[src/core/msi_pm_regs.svh]
// Offsets, field positions, reset values and constants of the message and power registers
`ifndef MSI_PM_REGS_SVH
`define MSI_PM_REGS_SVH

// ----------------------------------------------------------------------
// Register offsets
// ----------------------------------------------------------------------
`define OFF_MSI_ADDRESS_LOW    8'h60
`define OFF_MSI_ADDRESS_HIGH   8'h64
`define OFF_MSI_MESSAGE_DATA   8'h68
`define OFF_PM_CAPABILITY      8'h6C
`define OFF_PM_STATUS_CONTROL  8'h70

// ----------------------------------------------------------------------
// Capability field values
// ----------------------------------------------------------------------
`define WAKE_STATE_SUPPORT_VAL 5'h19
`define PM_VERSION_VAL         3'h2
`define NEXT_CAP_HOTPLUG_ON    8'h78
`define NEXT_CAP_HOTPLUG_OFF   8'hD8
`define CAPABILITY_ID_VAL      8'h01
`define HOTPLUG_STRAP_BIT      3

// ----------------------------------------------------------------------
// Status / control field positions
// ----------------------------------------------------------------------
`define WAKE_STATUS_BIT        15
`define WAKE_ENABLE_BIT        8
`define PSTATE_D0              2'h0
`define PSTATE_D3HOT           2'h3
`define ADDR_LOW_MASK          32'hFFFFFFFC

// ----------------------------------------------------------------------
// Reset values
// ----------------------------------------------------------------------
`define ADDR_RESET_VAL         32'h00000000
`define MSG_DATA_RESET_VAL     16'h0000

`endif

[src/core/msi_pm_pkg.sv]
// Types shared by the message and power register bank
package msi_pm_pkg;

   // Configuration access request
   typedef struct packed {
      logic        rd;
      logic        wr;
      logic [7:0]  addr;
      logic [3:0]  be;
      logic [31:0] wdata;
   } cfg_req_t;

   // Interrupt memory write request
   typedef struct packed {
      logic        valid;
      logic        addr64;
      logic [63:0] addr;
      logic [31:0] data;
   } msg_write_t;

   // Power state encoding
   typedef enum logic [1:0] {
      PS_D0    = 2'b00,
      PS_R1    = 2'b01,
      PS_R2    = 2'b10,
      PS_D3HOT = 2'b11
   } power_state_t;

endpackage : msi_pm_pkg

[src/core/msi_and_power_mgmt_regs.sv]
// Message interrupt and power management configuration registers
`timescale 1ns/1ns
`include "msi_pm_regs.svh"

module msi_and_power_mgmt_regs (
   input  wire logic                   ref_clk,
   input  wire logic                   rst,
   input  wire logic                   warm_rst,
   input  wire logic                   hotplug_strap_config,
   input  wire logic                   message_interrupt_enable,
   input  wire msi_pm_pkg::cfg_req_t   cfg_req,
   output logic [31:0]                 cfg_rdata,
   output logic                        cfg_ack,
   input  wire logic                   hotplug_request,
   output msi_pm_pkg::msg_write_t      msg_write,
   output logic                        wake_message,
   output logic [1:0]                  power_state_field
);
   import msi_pm_pkg::*;

   // ----------------------------------------------------------------------
   // Helpers
   // ----------------------------------------------------------------------
   // Byte-lane merge of a write into an old value
   function automatic logic [31:0] merge_be(input logic [31:0] old_v,
                                             input logic [31:0] new_v,
                                             input logic [3:0]  be);
      logic [31:0] r;
      r = old_v;
      for (int i = 0; i < 4; i++) begin
         if (be[i]) begin
            r[i*8 +: 8] = new_v[i*8 +: 8];
         end
      end
      return r;
   endfunction : merge_be

   // Write to one byte lane of the status/control word
   function automatic logic ctl_lane_write(input cfg_req_t req,
                                           input int       lane);
      return req.wr && (req.addr == `OFF_PM_STATUS_CONTROL) && req.be[lane];
   endfunction : ctl_lane_write

   // ----------------------------------------------------------------------
   // State
   // ----------------------------------------------------------------------
   logic [31:0]  addr_low_q,   addr_low_d;    // Low message address
   logic [31:0]  addr_high_q,  addr_high_d;   // High message address
   logic [15:0]  msg_data_q,   msg_data_d;    // Message data
   logic         wake_sts_q,   wake_sts_d;    // Sticky wake status
   logic         wake_en_q,    wake_en_d;     // Sticky wake enable
   power_state_t pstate_q,     pstate_d;      // Power state
   logic         strap_q,      strap_d;       // Captured hotplug strap
   logic [31:0]  rdata_q,      rdata_d;       // Read data
   logic         ack_q,        ack_d;         // Access done
   msg_write_t   msg_q,        msg_d;         // Interrupt write
   logic         wake_q,       wake_d;        // Wake message pulse
   logic [31:0]  wmerge;                      // Merged write word
   logic [31:0]  cap_word;                    // Capability register value
   logic [31:0]  ctl_word;                    // Status/control value
   logic         wake_req;                    // Qualified wake request
   logic         msi_req;                     // Qualified interrupt write request
   logic         ctl_wr_hi;                   // Write to status/control byte 1
   logic         ctl_wr_lo;                   // Write to status/control byte 0

   // ----------------------------------------------------------------------
   // Read views of the capability and status/control registers
   // ----------------------------------------------------------------------
   // Capability word assembly
   always_comb begin
      cap_word          = 32'h00000000;
      cap_word[31:27]   = `WAKE_STATE_SUPPORT_VAL;
      cap_word[18:16]   = `PM_VERSION_VAL;
      cap_word[15:8]    = strap_q ? `NEXT_CAP_HOTPLUG_ON
                                  : `NEXT_CAP_HOTPLUG_OFF;
      cap_word[7:0]     = `CAPABILITY_ID_VAL;
   end

   // Status/control word assembly; data fields stay zero
   always_comb begin
      ctl_word                   = 32'h00000000;
      ctl_word[`WAKE_STATUS_BIT] = wake_sts_q;
      ctl_word[`WAKE_ENABLE_BIT] = wake_en_q;
      ctl_word[1:0]              = pstate_q;
   end

   // ----------------------------------------------------------------------
   // Request qualification
   // ----------------------------------------------------------------------
   // Wake request only from D3hot
   assign wake_req = hotplug_request && (pstate_q == PS_D3HOT);

   // Interrupt write request; D3hot or a clear enable blocks it
   assign msi_req = hotplug_request && message_interrupt_enable
                    && (pstate_q == PS_D0);

   // Byte-lane strobes of a write to the status/control word
   assign ctl_wr_hi = ctl_lane_write(cfg_req, 1);
   assign ctl_wr_lo = ctl_lane_write(cfg_req, 0);

   // ----------------------------------------------------------------------
   // Message registers
   // ----------------------------------------------------------------------
   // Next address and data words; writes merge by byte lane
   always_comb begin
      addr_low_d  = addr_low_q;                             // Hold by default
      addr_high_d = addr_high_q;                            // Hold by default
      msg_data_d  = msg_data_q;                             // Hold by default
      wmerge      = 32'h00000000;                           // No merge by default
      // Only writes change the message words
      if (cfg_req.wr) begin
         case (cfg_req.addr)
            `OFF_MSI_ADDRESS_LOW: begin
               // Low address word; the two low bits stay zero
               wmerge     = merge_be(addr_low_q, cfg_req.wdata, cfg_req.be);
               addr_low_d = wmerge & `ADDR_LOW_MASK;
            end
            `OFF_MSI_ADDRESS_HIGH: begin
               // High address word; also dword aligned
               wmerge      = merge_be(addr_high_q, cfg_req.wdata, cfg_req.be);
               addr_high_d = wmerge & `ADDR_LOW_MASK;
            end
            `OFF_MSI_MESSAGE_DATA: begin
               // Only the low half-word is storage
               wmerge     = merge_be({16'h0000, msg_data_q}, cfg_req.wdata, cfg_req.be);
               msg_data_d = wmerge[15:0];
            end
            default: begin
               // Other offsets hold no message state
               wmerge = 32'h00000000;
            end
         endcase
      end
   end

   // Message words; cleared by either reset
   always_ff @(posedge ref_clk) begin
      if (rst || warm_rst) begin
         addr_low_q  <= `ADDR_RESET_VAL;
         addr_high_q <= `ADDR_RESET_VAL;
         msg_data_q  <= `MSG_DATA_RESET_VAL;
      end else begin
         // Take the next values
         addr_low_q  <= addr_low_d;
         addr_high_q <= addr_high_d;
         msg_data_q  <= msg_data_d;
      end
   end

   // ----------------------------------------------------------------------
   // Sticky wake status and enable
   // ----------------------------------------------------------------------
   // Next values; hardware set wins over a same-cycle write-one clear
   always_comb begin
      wake_sts_d = wake_sts_q;                             // Hold by default
      wake_en_d  = wake_en_q;                              // Hold by default
      // Both bits live in byte lane one
      if (ctl_wr_hi) begin
         wake_en_d = cfg_req.wdata[`WAKE_ENABLE_BIT];
         if (cfg_req.wdata[`WAKE_STATUS_BIT]) begin
            wake_sts_d = 1'b0;                             // Write one clears
         end
      end
      // A wake request in the same cycle overrides the clear
      if (wake_req) begin
         wake_sts_d = 1'b1;                                // Set whatever the enable
      end
   end

   // Sticky bits survive warm reset; only the full reset clears them
   always_ff @(posedge ref_clk) begin
      if (rst) begin
         wake_sts_q <= 1'b0;
         wake_en_q  <= 1'b0;
      end else begin
         // Take the next values
         wake_sts_q <= wake_sts_d;
         wake_en_q  <= wake_en_d;
      end
   end

   // ----------------------------------------------------------------------
   // Power state and strap copy
   // ----------------------------------------------------------------------
   // Next values; reserved codes are acknowledged but dropped
   always_comb begin
      pstate_d = pstate_q;                                 // Hold by default
      strap_d  = hotplug_strap_config;                     // Follow the strap pin
      // Only byte lane zero carries the state field
      if (ctl_wr_lo) begin
         case (cfg_req.wdata[1:0])
            `PSTATE_D0: begin
               pstate_d = PS_D0;
            end
            `PSTATE_D3HOT: begin
               pstate_d = PS_D3HOT;
            end
            default: begin
               pstate_d = pstate_q;                        // Reserved code
            end
         endcase
      end
   end

   // Power state and strap copy; cleared by either reset
   always_ff @(posedge ref_clk) begin
      if (rst || warm_rst) begin
         pstate_q <= PS_D0;
         strap_q  <= 1'b0;                                 // Reloads one edge later
      end else begin
         // Take the next values
         pstate_q <= pstate_d;
         strap_q  <= strap_d;
      end
   end

   // ----------------------------------------------------------------------
   // Configuration response
   // ----------------------------------------------------------------------
   // Every access is acknowledged; read data holds until the next read
   always_comb begin
      ack_d   = cfg_req.rd || cfg_req.wr;
      rdata_d = rdata_q;                                   // Hold by default
      // Select the addressed word
      if (cfg_req.rd) begin
         case (cfg_req.addr)
            `OFF_MSI_ADDRESS_LOW:   rdata_d = addr_low_q;
            `OFF_MSI_ADDRESS_HIGH:  rdata_d = addr_high_q;
            `OFF_MSI_MESSAGE_DATA:  rdata_d = {16'h0000, msg_data_q};
            `OFF_PM_CAPABILITY:     rdata_d = cap_word;
            `OFF_PM_STATUS_CONTROL: rdata_d = ctl_word;
            default:                rdata_d = 32'h00000000; // Unmapped reads give zero
         endcase
      end
   end

   // Response flops; cleared by either reset
   always_ff @(posedge ref_clk) begin
      if (rst || warm_rst) begin
         rdata_q <= 32'h00000000;
         ack_q   <= 1'b0;
      end else begin
         // Take the next values
         rdata_q <= rdata_d;
         ack_q   <= ack_d;
      end
   end

   // ----------------------------------------------------------------------
   // Outgoing messages
   // ----------------------------------------------------------------------
   // At most one interrupt write or one wake message per request cycle
   always_comb begin
      msg_d  = '0;                                         // Idle by default
      wake_d = 1'b0;                                       // Idle by default
      // D3hot requests take the wake path, D0 requests the interrupt path
      if (wake_req) begin
         wake_d = wake_en_q;                               // Enable gates it
      end else if (msi_req) begin
         msg_d.valid  = 1'b1;
         msg_d.addr   = {addr_high_q, addr_low_q};
         msg_d.addr64 = (addr_high_q != 32'h00000000);
         msg_d.data   = {16'h0000, msg_data_q};
      end
   end

   // Message flops; cleared by either reset
   always_ff @(posedge ref_clk) begin
      if (rst || warm_rst) begin
         msg_q  <= '0;
         wake_q <= 1'b0;
      end else begin
         // Take the next values
         msg_q  <= msg_d;
         wake_q <= wake_d;
      end
   end

   // ----------------------------------------------------------------------
   // Outputs
   // ----------------------------------------------------------------------
   // Outputs straight from flops
   assign cfg_rdata         = rdata_q;
   assign cfg_ack           = ack_q;
   assign msg_write         = msg_q;
   assign wake_message      = wake_q;
   assign power_state_field = pstate_q;

endmodule : msi_and_power_mgmt_regs

[config.mk]
export PLATFORM = sky130hd
export DESIGN_NAME = msi_and_power_mgmt_regs
export DESIGN_NICKNAME = d
export VERILOG_FILES = /design/src/core/msi_pm_pkg.sv /design/src/core/msi_and_power_mgmt_regs.sv
export VERILOG_INCLUDE_DIRS = /design/src /design/src/core
export SDC_FILE = /design/constraint.sdc
export NUM_CORES = 1
export LEC_CHECK = 0
export BUFFER_PORTS_ARGS = -buffer_cell sky130_fd_sc_hd__buf_4
export CAP_MARGIN = 5
export CORE_MARGIN = 4
export CORE_UTILIZATION = 30
export CTS_CLUSTER_SIZE = 28
export DETAILED_ROUTE_END_ITERATION = 7
export SLEW_MARGIN = 30
export SYNTH_ARGS = -nofsm -noshare
export SYNTH_HDL_FRONTEND = slang
export SYNTH_SLANG_ARGS = --single-unit
[constraint.sdc]
create_clock -name ref_clk -period 3 [get_ports ref_clk]
set_clock_uncertainty 0.05 [all_clocks]
set_input_delay 0.15 -clock ref_clk [delete_from_list [all_inputs] [get_ports ref_clk]]
set_output_delay 0.15 -clock ref_clk [all_outputs]
set_load 0.01 [all_outputs]
Yosys cells after proc, flatten, opt, wreduce, memory -nomap -nowiden

Index checks and enable logic that the tools add are counted.

Logic and storage cells: 67
Flip-flop bits (word level): 209
Output and inout port bits: 134
Bits of input ports: 52

Equal/unequal tests: 7
Multiplexer cells: 7
Reduce and logical (&&, ||, !) cells: 29
Bitwise gates (word level): 2

Operator list:

| cell                                                            | count |
|---|---|
| 32-bit case mux with 5 select lines                             | 1 |
| 98-bit 2-to-1 mux                                               | 1 |
| 8-bit by 7-bit == test with 1-bit output, second input constant | 5 |
| 32-bit nonzero test                                             | 1 |
| 3-bit AND reduction                                             | 10 |
| 8-bit 2-to-1 mux                                                | 1 |
| 1-bit logical AND                                               | 6 |
| 2-bit nonzero test                                              | 3 |
| 2-bit == test, second input constant                            | 2 |
| 2-bit logical NOT                                               | 2 |
| 2-bit case mux with 2 select lines                              | 1 |
| 2-bit AND reduction                                             | 2 |
| 2-bit OR reduction                                              | 2 |
| 1-bit 2-to-1 mux                                                | 3 |
| 3-bit OR reduction                                              | 1 |
| 1-bit logical OR                                                | 2 |
| 1-bit inverter                                                  | 2 |

Depth between registers and ports, before layout

Word-level depth: 5
Gate-level depth with buffers: 7
Depth with buffers taken out: 4

Worst setup path before layout

Ideal clock, no wire load.

Kind: in2reg
From: input cfg_req[43] (netlist bit)
To: register msg_data_q[10]
Data arrival time: 1.489 ns
Stages on the path: 7
Path slack: 1.334 ns
Data required time: 2.822 ns
Buffers on the path: 3
Setup time: 0.128 ns
Path through: nand4bb_1 -> buf_2 -> buf_6 -> or4_1 -> buf_2 -> mux2i_1 -> nor2_1

Cells in the longest elaborated chain, start to end: 2

Ends and longest elaborated chain:

| what                                     | RTL line                       | text |
|---|---|---|
| from (decl)                              | msi_and_power_mgmt_regs.sv:11  | `input wire msi_pm_pkg::cfg_req_t cfg_req,` |
| 8-bit by 7-bit == test with 1-bit output | msi_and_power_mgmt_regs.sv:112 | `case (cfg_req.addr)` |
| 3-bit AND reduction (no source line)     | -                              |  |
| to (signal assigned)                     | msi_and_power_mgmt_regs.sv:141 | `` msg_data_q <= `MSG_DATA_RESET_VAL; `` |
| to (signal assigned)                     | msi_and_power_mgmt_regs.sv:146 | `msg_data_q <= msg_data_d;` |
| to (decl)                                | msi_and_power_mgmt_regs.sv:49  | `logic [15:0] msg_data_q, msg_data_d;` |

Every way passes these cells.
A chain may end at the register's enable or synchronous reset.

Worst setup path after layout

From: input cfg_req[44] (netlist bit)
To: register wake_sts_q

Cells in the longest elaborated chain, start to end: 4

Ends and longest elaborated chain:

| what                                 | RTL line                       | text |
|---|---|---|
| 1-bit logical AND (2 in a row)       | msi_and_power_mgmt_regs.sv:41  | `` return req.wr && (req.addr == `OFF_PM_STATUS_CONTROL) && req.be[lane]; `` |
| 2-bit nonzero test (no source line)  | -                              |  |
| 2-bit AND reduction (no source line) | -                              |  |
| to (signal assigned)                 | msi_and_power_mgmt_regs.sv:177 | `wake_sts_q <= wake_sts_d;` |
| to (decl)                            | msi_and_power_mgmt_regs.sv:50  | `logic wake_sts_q, wake_sts_d;` |

Every way passes these cells.

==> metrics.txt <==
# TYPE chip_impl_metric gauge
chip_impl_info{name="grt_setup_unrepaired",value="false"} 1
chip_impl_metric{name="netSwitchingPower",unit="W"} 0.00120
chip_impl_metric{name="cts_htree_levels",unit=""} 4
chip_impl_metric{name="vdd_drop_max",unit="uV"} 257
chip_impl_metric{name="detail_route.wirelength",unit="um"} 19700
chip_impl_metric{name="clk_pin_slew_worst_paths",unit="ns"} 0.08
chip_impl_metric{name="final_max_slew_viol_count",unit=""} 0
chip_impl_metric{name="synth.yosys.seq_area_share",unit=""} 0.544
chip_impl_info{name="critical_path.endpoint_type",value="flop"} 1
chip_impl_metric{name="clkLatencyLatePin",unit="ns"} 0.43
chip_impl_metric{name="syn_area_per_cell",unit="sq um"} 9.42
chip_impl_metric{name="avgRoutedWirePerCell",unit="um"} 15.8
chip_impl_metric{name="yosysWarnings",unit=""} 0
chip_impl_metric{name="largest_net_degree_at_the_start_of_global_routing",unit=""} 129
chip_impl_metric{name="synth.ff_latch_count",unit=""} 192
chip_impl_metric{name="clock_sink_count",unit=""} 192
chip_impl_metric{name="fp.dieArea",unit="sq um"} 26100
chip_impl_metric{name="timing_hold_violations_final",unit=""} 0
chip_impl_metric{name="post-cts-setup-buffer-count",unit=""} 0
chip_impl_metric{name="initial_antenna_violation_count",unit=""} 0
chip_impl_metric{name="synth_async_sr_flop_share",unit=""} 0
chip_impl_metric{name="slew-limit-headroom",unit=""} 0.480
chip_impl_metric{name="io_buffer_count",unit=""} 165
chip_impl_metric{name="cts_buffers",unit=""} 17
chip_impl_metric{name="final-setup-viol-count",unit=""} 0
chip_impl_metric{name="drtAntennaViolNets",unit=""} 0
chip_impl_metric{name="post_route_clock_period_utilization",unit=""} 0.711
chip_impl_metric{name="setup_total_negative_slack",unit="ns"} 0
chip_impl_metric{name="crit_fanout",unit=""} 8
chip_impl_metric{name="drive_above_1_share",unit=""} 0.244
chip_impl_metric{name="post_synth_instance_area",unit="sq um"} 7060
chip_impl_metric{name="fill_cells",unit=""} 2292
chip_impl_metric{name="fmaxAchievable",unit="GHz"} 0.469
chip_impl_info{name="worst_hold_path_type",value="in2reg"} 1
chip_impl_info{name="most_frequent_cells_in_the_layout",value="192 x sky130_fd_sc_hd__dfxtp_1, 176 x sky130_fd_sc_hd__buf_4, 83 x sky130_fd_sc_hd__o21ai_0"} 1
chip_impl_metric{name="grt_pass1_vias",unit=""} 5481
chip_impl_metric{name="chipHeight",unit="um"} 161
chip_impl_metric{name="cts_max_path_buffers",unit=""} 2
chip_impl_metric{name="drc",unit=""} 0
chip_impl_metric{name="p_clk_frac",unit=""} 0.443
chip_impl_metric{name="layout_min_cycle_time",unit="ns"} 2.13
chip_impl_info{name="critPathKind",value="in2reg"} 1
chip_impl_metric{name="total_power",unit="W"} 0.00502
chip_impl_metric{name="gr-usage-all-layers",unit=""} 0.152
chip_impl_metric{name="core_area",unit="sq um"} 22900
chip_impl_metric{name="grt_overflow",unit=""} 0
chip_impl_metric{name="tightestPinTransition",unit="ns"} 0.773
chip_impl_metric{name="grt_pass1_wl",unit="um"} 31300
chip_impl_metric{name="static-leakage-power",unit="nW"} 3.82
chip_impl_metric{name="int_power",unit="W"} 0.00382
chip_impl_metric{name="p_comb_frac",unit=""} 0.049
chip_impl_info{name="final_common_cell",value="sky130_fd_sc_hd__dfxtp_1"} 1
chip_impl_metric{name="drt_first_pass_iters",unit=""} 5
chip_impl_metric{name="fp-row-count",unit=""} 55
chip_impl_metric{name="fin_nets",unit=""} 980
chip_impl_metric{name="first_iter_violations",unit=""} 289
chip_impl_metric{name="power.density",unit="nW/um^2"} 531
chip_impl_info{name="status",value="completed"} 1
chip_impl_metric{name="initial_core_util",unit=""} 0.308
chip_impl_metric{name="area_growth",unit="%"} 34.0
chip_impl_info{name="tritoncts",value="built"} 1
chip_impl_metric{name="antennaDiodeCount",unit=""} 0
chip_impl_metric{name="globalplace.congestion",unit=""} 0.800
chip_impl_info{name="yosys_most_used_dff",value="sky130_fd_sc_hd__dfxtp_1"} 1
chip_impl_info{name="clock-root-buffer",value="sky130_fd_sc_hd__clkbuf_16"} 1
chip_impl_metric{name="synthesis.instances",unit=""} 750
chip_impl_metric{name="dr_total_vias",unit=""} 5637
chip_impl_info{name="start_kind",value="primary input"} 1
chip_impl_metric{name="netSwitchingFraction",unit=""} 0.238
chip_impl_metric{name="required",unit="ns"} 3.27
chip_impl_metric{name="worstPathArrival",unit="ns"} 2.41
chip_impl_metric{name="power_frac_seq",unit=""} 0.508
chip_impl_metric{name="top_level_ports",unit=""} 186
chip_impl_metric{name="yosysUniqueCellTypes",unit=""} 46
chip_impl_metric{name="number_of_synthesized_flops_with_an_enable_pin",unit=""} 0
chip_impl_metric{name="post-dp-hpwl",unit="um"} 13900
chip_impl_metric{name="max-cap-violations",unit=""} 0
chip_impl_metric{name="avgViaCountPerCell",unit=""} 4.50
chip_impl_metric{name="die_x",unit="um"} 161
power by group through the flow:
stage / Sequential [W] / Clock (W) / Combinational (W)
after floorplan: 0.00261 / 0 / 0.000125
after global placement: 0.00261 / 0 / 0.000209
after detailed placement: 0.00261 / 0 / 0.000210
after CTS: 0.00255 / 0.00229 / 0.000249
after global routing: 0.00255 / 0.00238 / 0.000269
final: 0.00255 / 0.00222 / 0.000248
stage by stage:
step           hold slack [ns]  setup WS, ns  cells  utilization  instance area [sq um]
6_report                0.0504         0.866   1253        0.413                   9460
5_1_grt                 0.0912         0.834   1253        0.413                   9460
4_1_cts                 0.0330         0.913   1253        0.413                   9460
3_5_place_dp             0.310         0.964   1184        0.371                   8510
3_3_place_gp             0.311          1.01   1184        0.371                   8510
2_1_floorplan            0.169          1.33    769            -                   7130
critical path: stages:
cell                            delay (ns)
sky130_fd_sc_hd__dlygate4sd3_1        0.52
sky130_fd_sc_hd__buf_4                0.17
sky130_fd_sc_hd__nand3b_1             0.19
sky130_fd_sc_hd__nor4_1               0.54
sky130_fd_sc_hd__a21bo_2              0.23
sky130_fd_sc_hd__a21oi_1              0.05
sky130_fd_sc_hd__dlygate4sd3_1        0.55
path summary, 6_finish.rpt:
| kind | startpoint | to | slack (ns) | depth (start not counted) |
|---|---|---|---|---|
| setup / recovery | cfg_req[44] | wake_sts_q$_SDFFE_PP0P_ | 0.87 | 7 |
| hold / removal | cfg_req[45] | cfg_rdata[1]$_SDFFE_PP0P_ | 0.05 | 2 |
| hold reg to reg | cfg_rdata[13]$_SDFFE_PP0P_ | cfg_rdata[13]$_SDFFE_PP0P_ | 0.40 | 2 |
| setup reg to reg | power_state_field[0]$_SDFFE_PP0P_ | msg_write[47]$_SDFF_PP0_ | 1.32 | 4 |
cell families after synthesis:
kind of cell	Yosys count	share of synthesized area
buf+inv	79	0.0562
fa+ha+maj	1	0.00177
other cells	1	0.000531
simple gates	316	0.242
flops	192	0.544
mux	43	0.0632
compound gates	118	0.0919
layer usage:
layer	track usage	up-vias	routed length [um]
met3	0.0362	19	1080
met5	0	-	0
met1	0.204	2587	9220
li1	-	2866	-
met2	0.242	165	9130
met4	0.0485	0	306
cell type report:
| cell class | instances | area (sq um) | area share |
|---|---|---|---|
| sequential | 192 | 3840 | 0.406 |
| multi-input combinational | 498 | 2910 | 0.307 |
| timing repair buffer | 215 | 1730 | 0.183 |
| clock buffer | 17 | 425 | 0.0450 |
| tap | 313 | 392 | 0.0414 |
| clock inverter | 15 | 154 | 0.0163 |
| inverter | 3 | 11.3 | 0.00119 |
what timing repair did:
item | CTS | global route
endpoints found under the hold margin | 81 | 0
hold buffers | 37 | 0
gates resized for setup | 0 | 0
endpoints found under the setup margin | 0 | 0
cells in the mapped netlist (all sizes together), types with 3 or more instances:
master,n,share of area
dfxtp,192,0.54
o21ai,83,0.059
nand2,82,0.044
and2,77,0.068
nand3,65,0.046
clkbuf,39,0.021
mux2i,39,0.055
buf,37,0.034
nor2,34,0.018
a21oi,18,0.013
nor4,17,0.025
nand2b,12,0.011
nand3b,7,0.0074
o221ai,7,0.0087
nor2b,5,0.0044
inv,3,0.0016
mux2,3,0.0048
nand4,3,0.0027
or2,3,0.0027
state kept, by name (all words and copies together), names as in the netlist:
register,flops
strap_q,1
addr_high_q,30
wake_en_q,1
msg_data_q,16
cfg_rdata,32
addr_low_q,30
cfg_ack,1
msg_write,78
wake_message,1
wake_sts_q,1
power_state_field,1
Note: power is estimated with default switching activity, not from simulation.
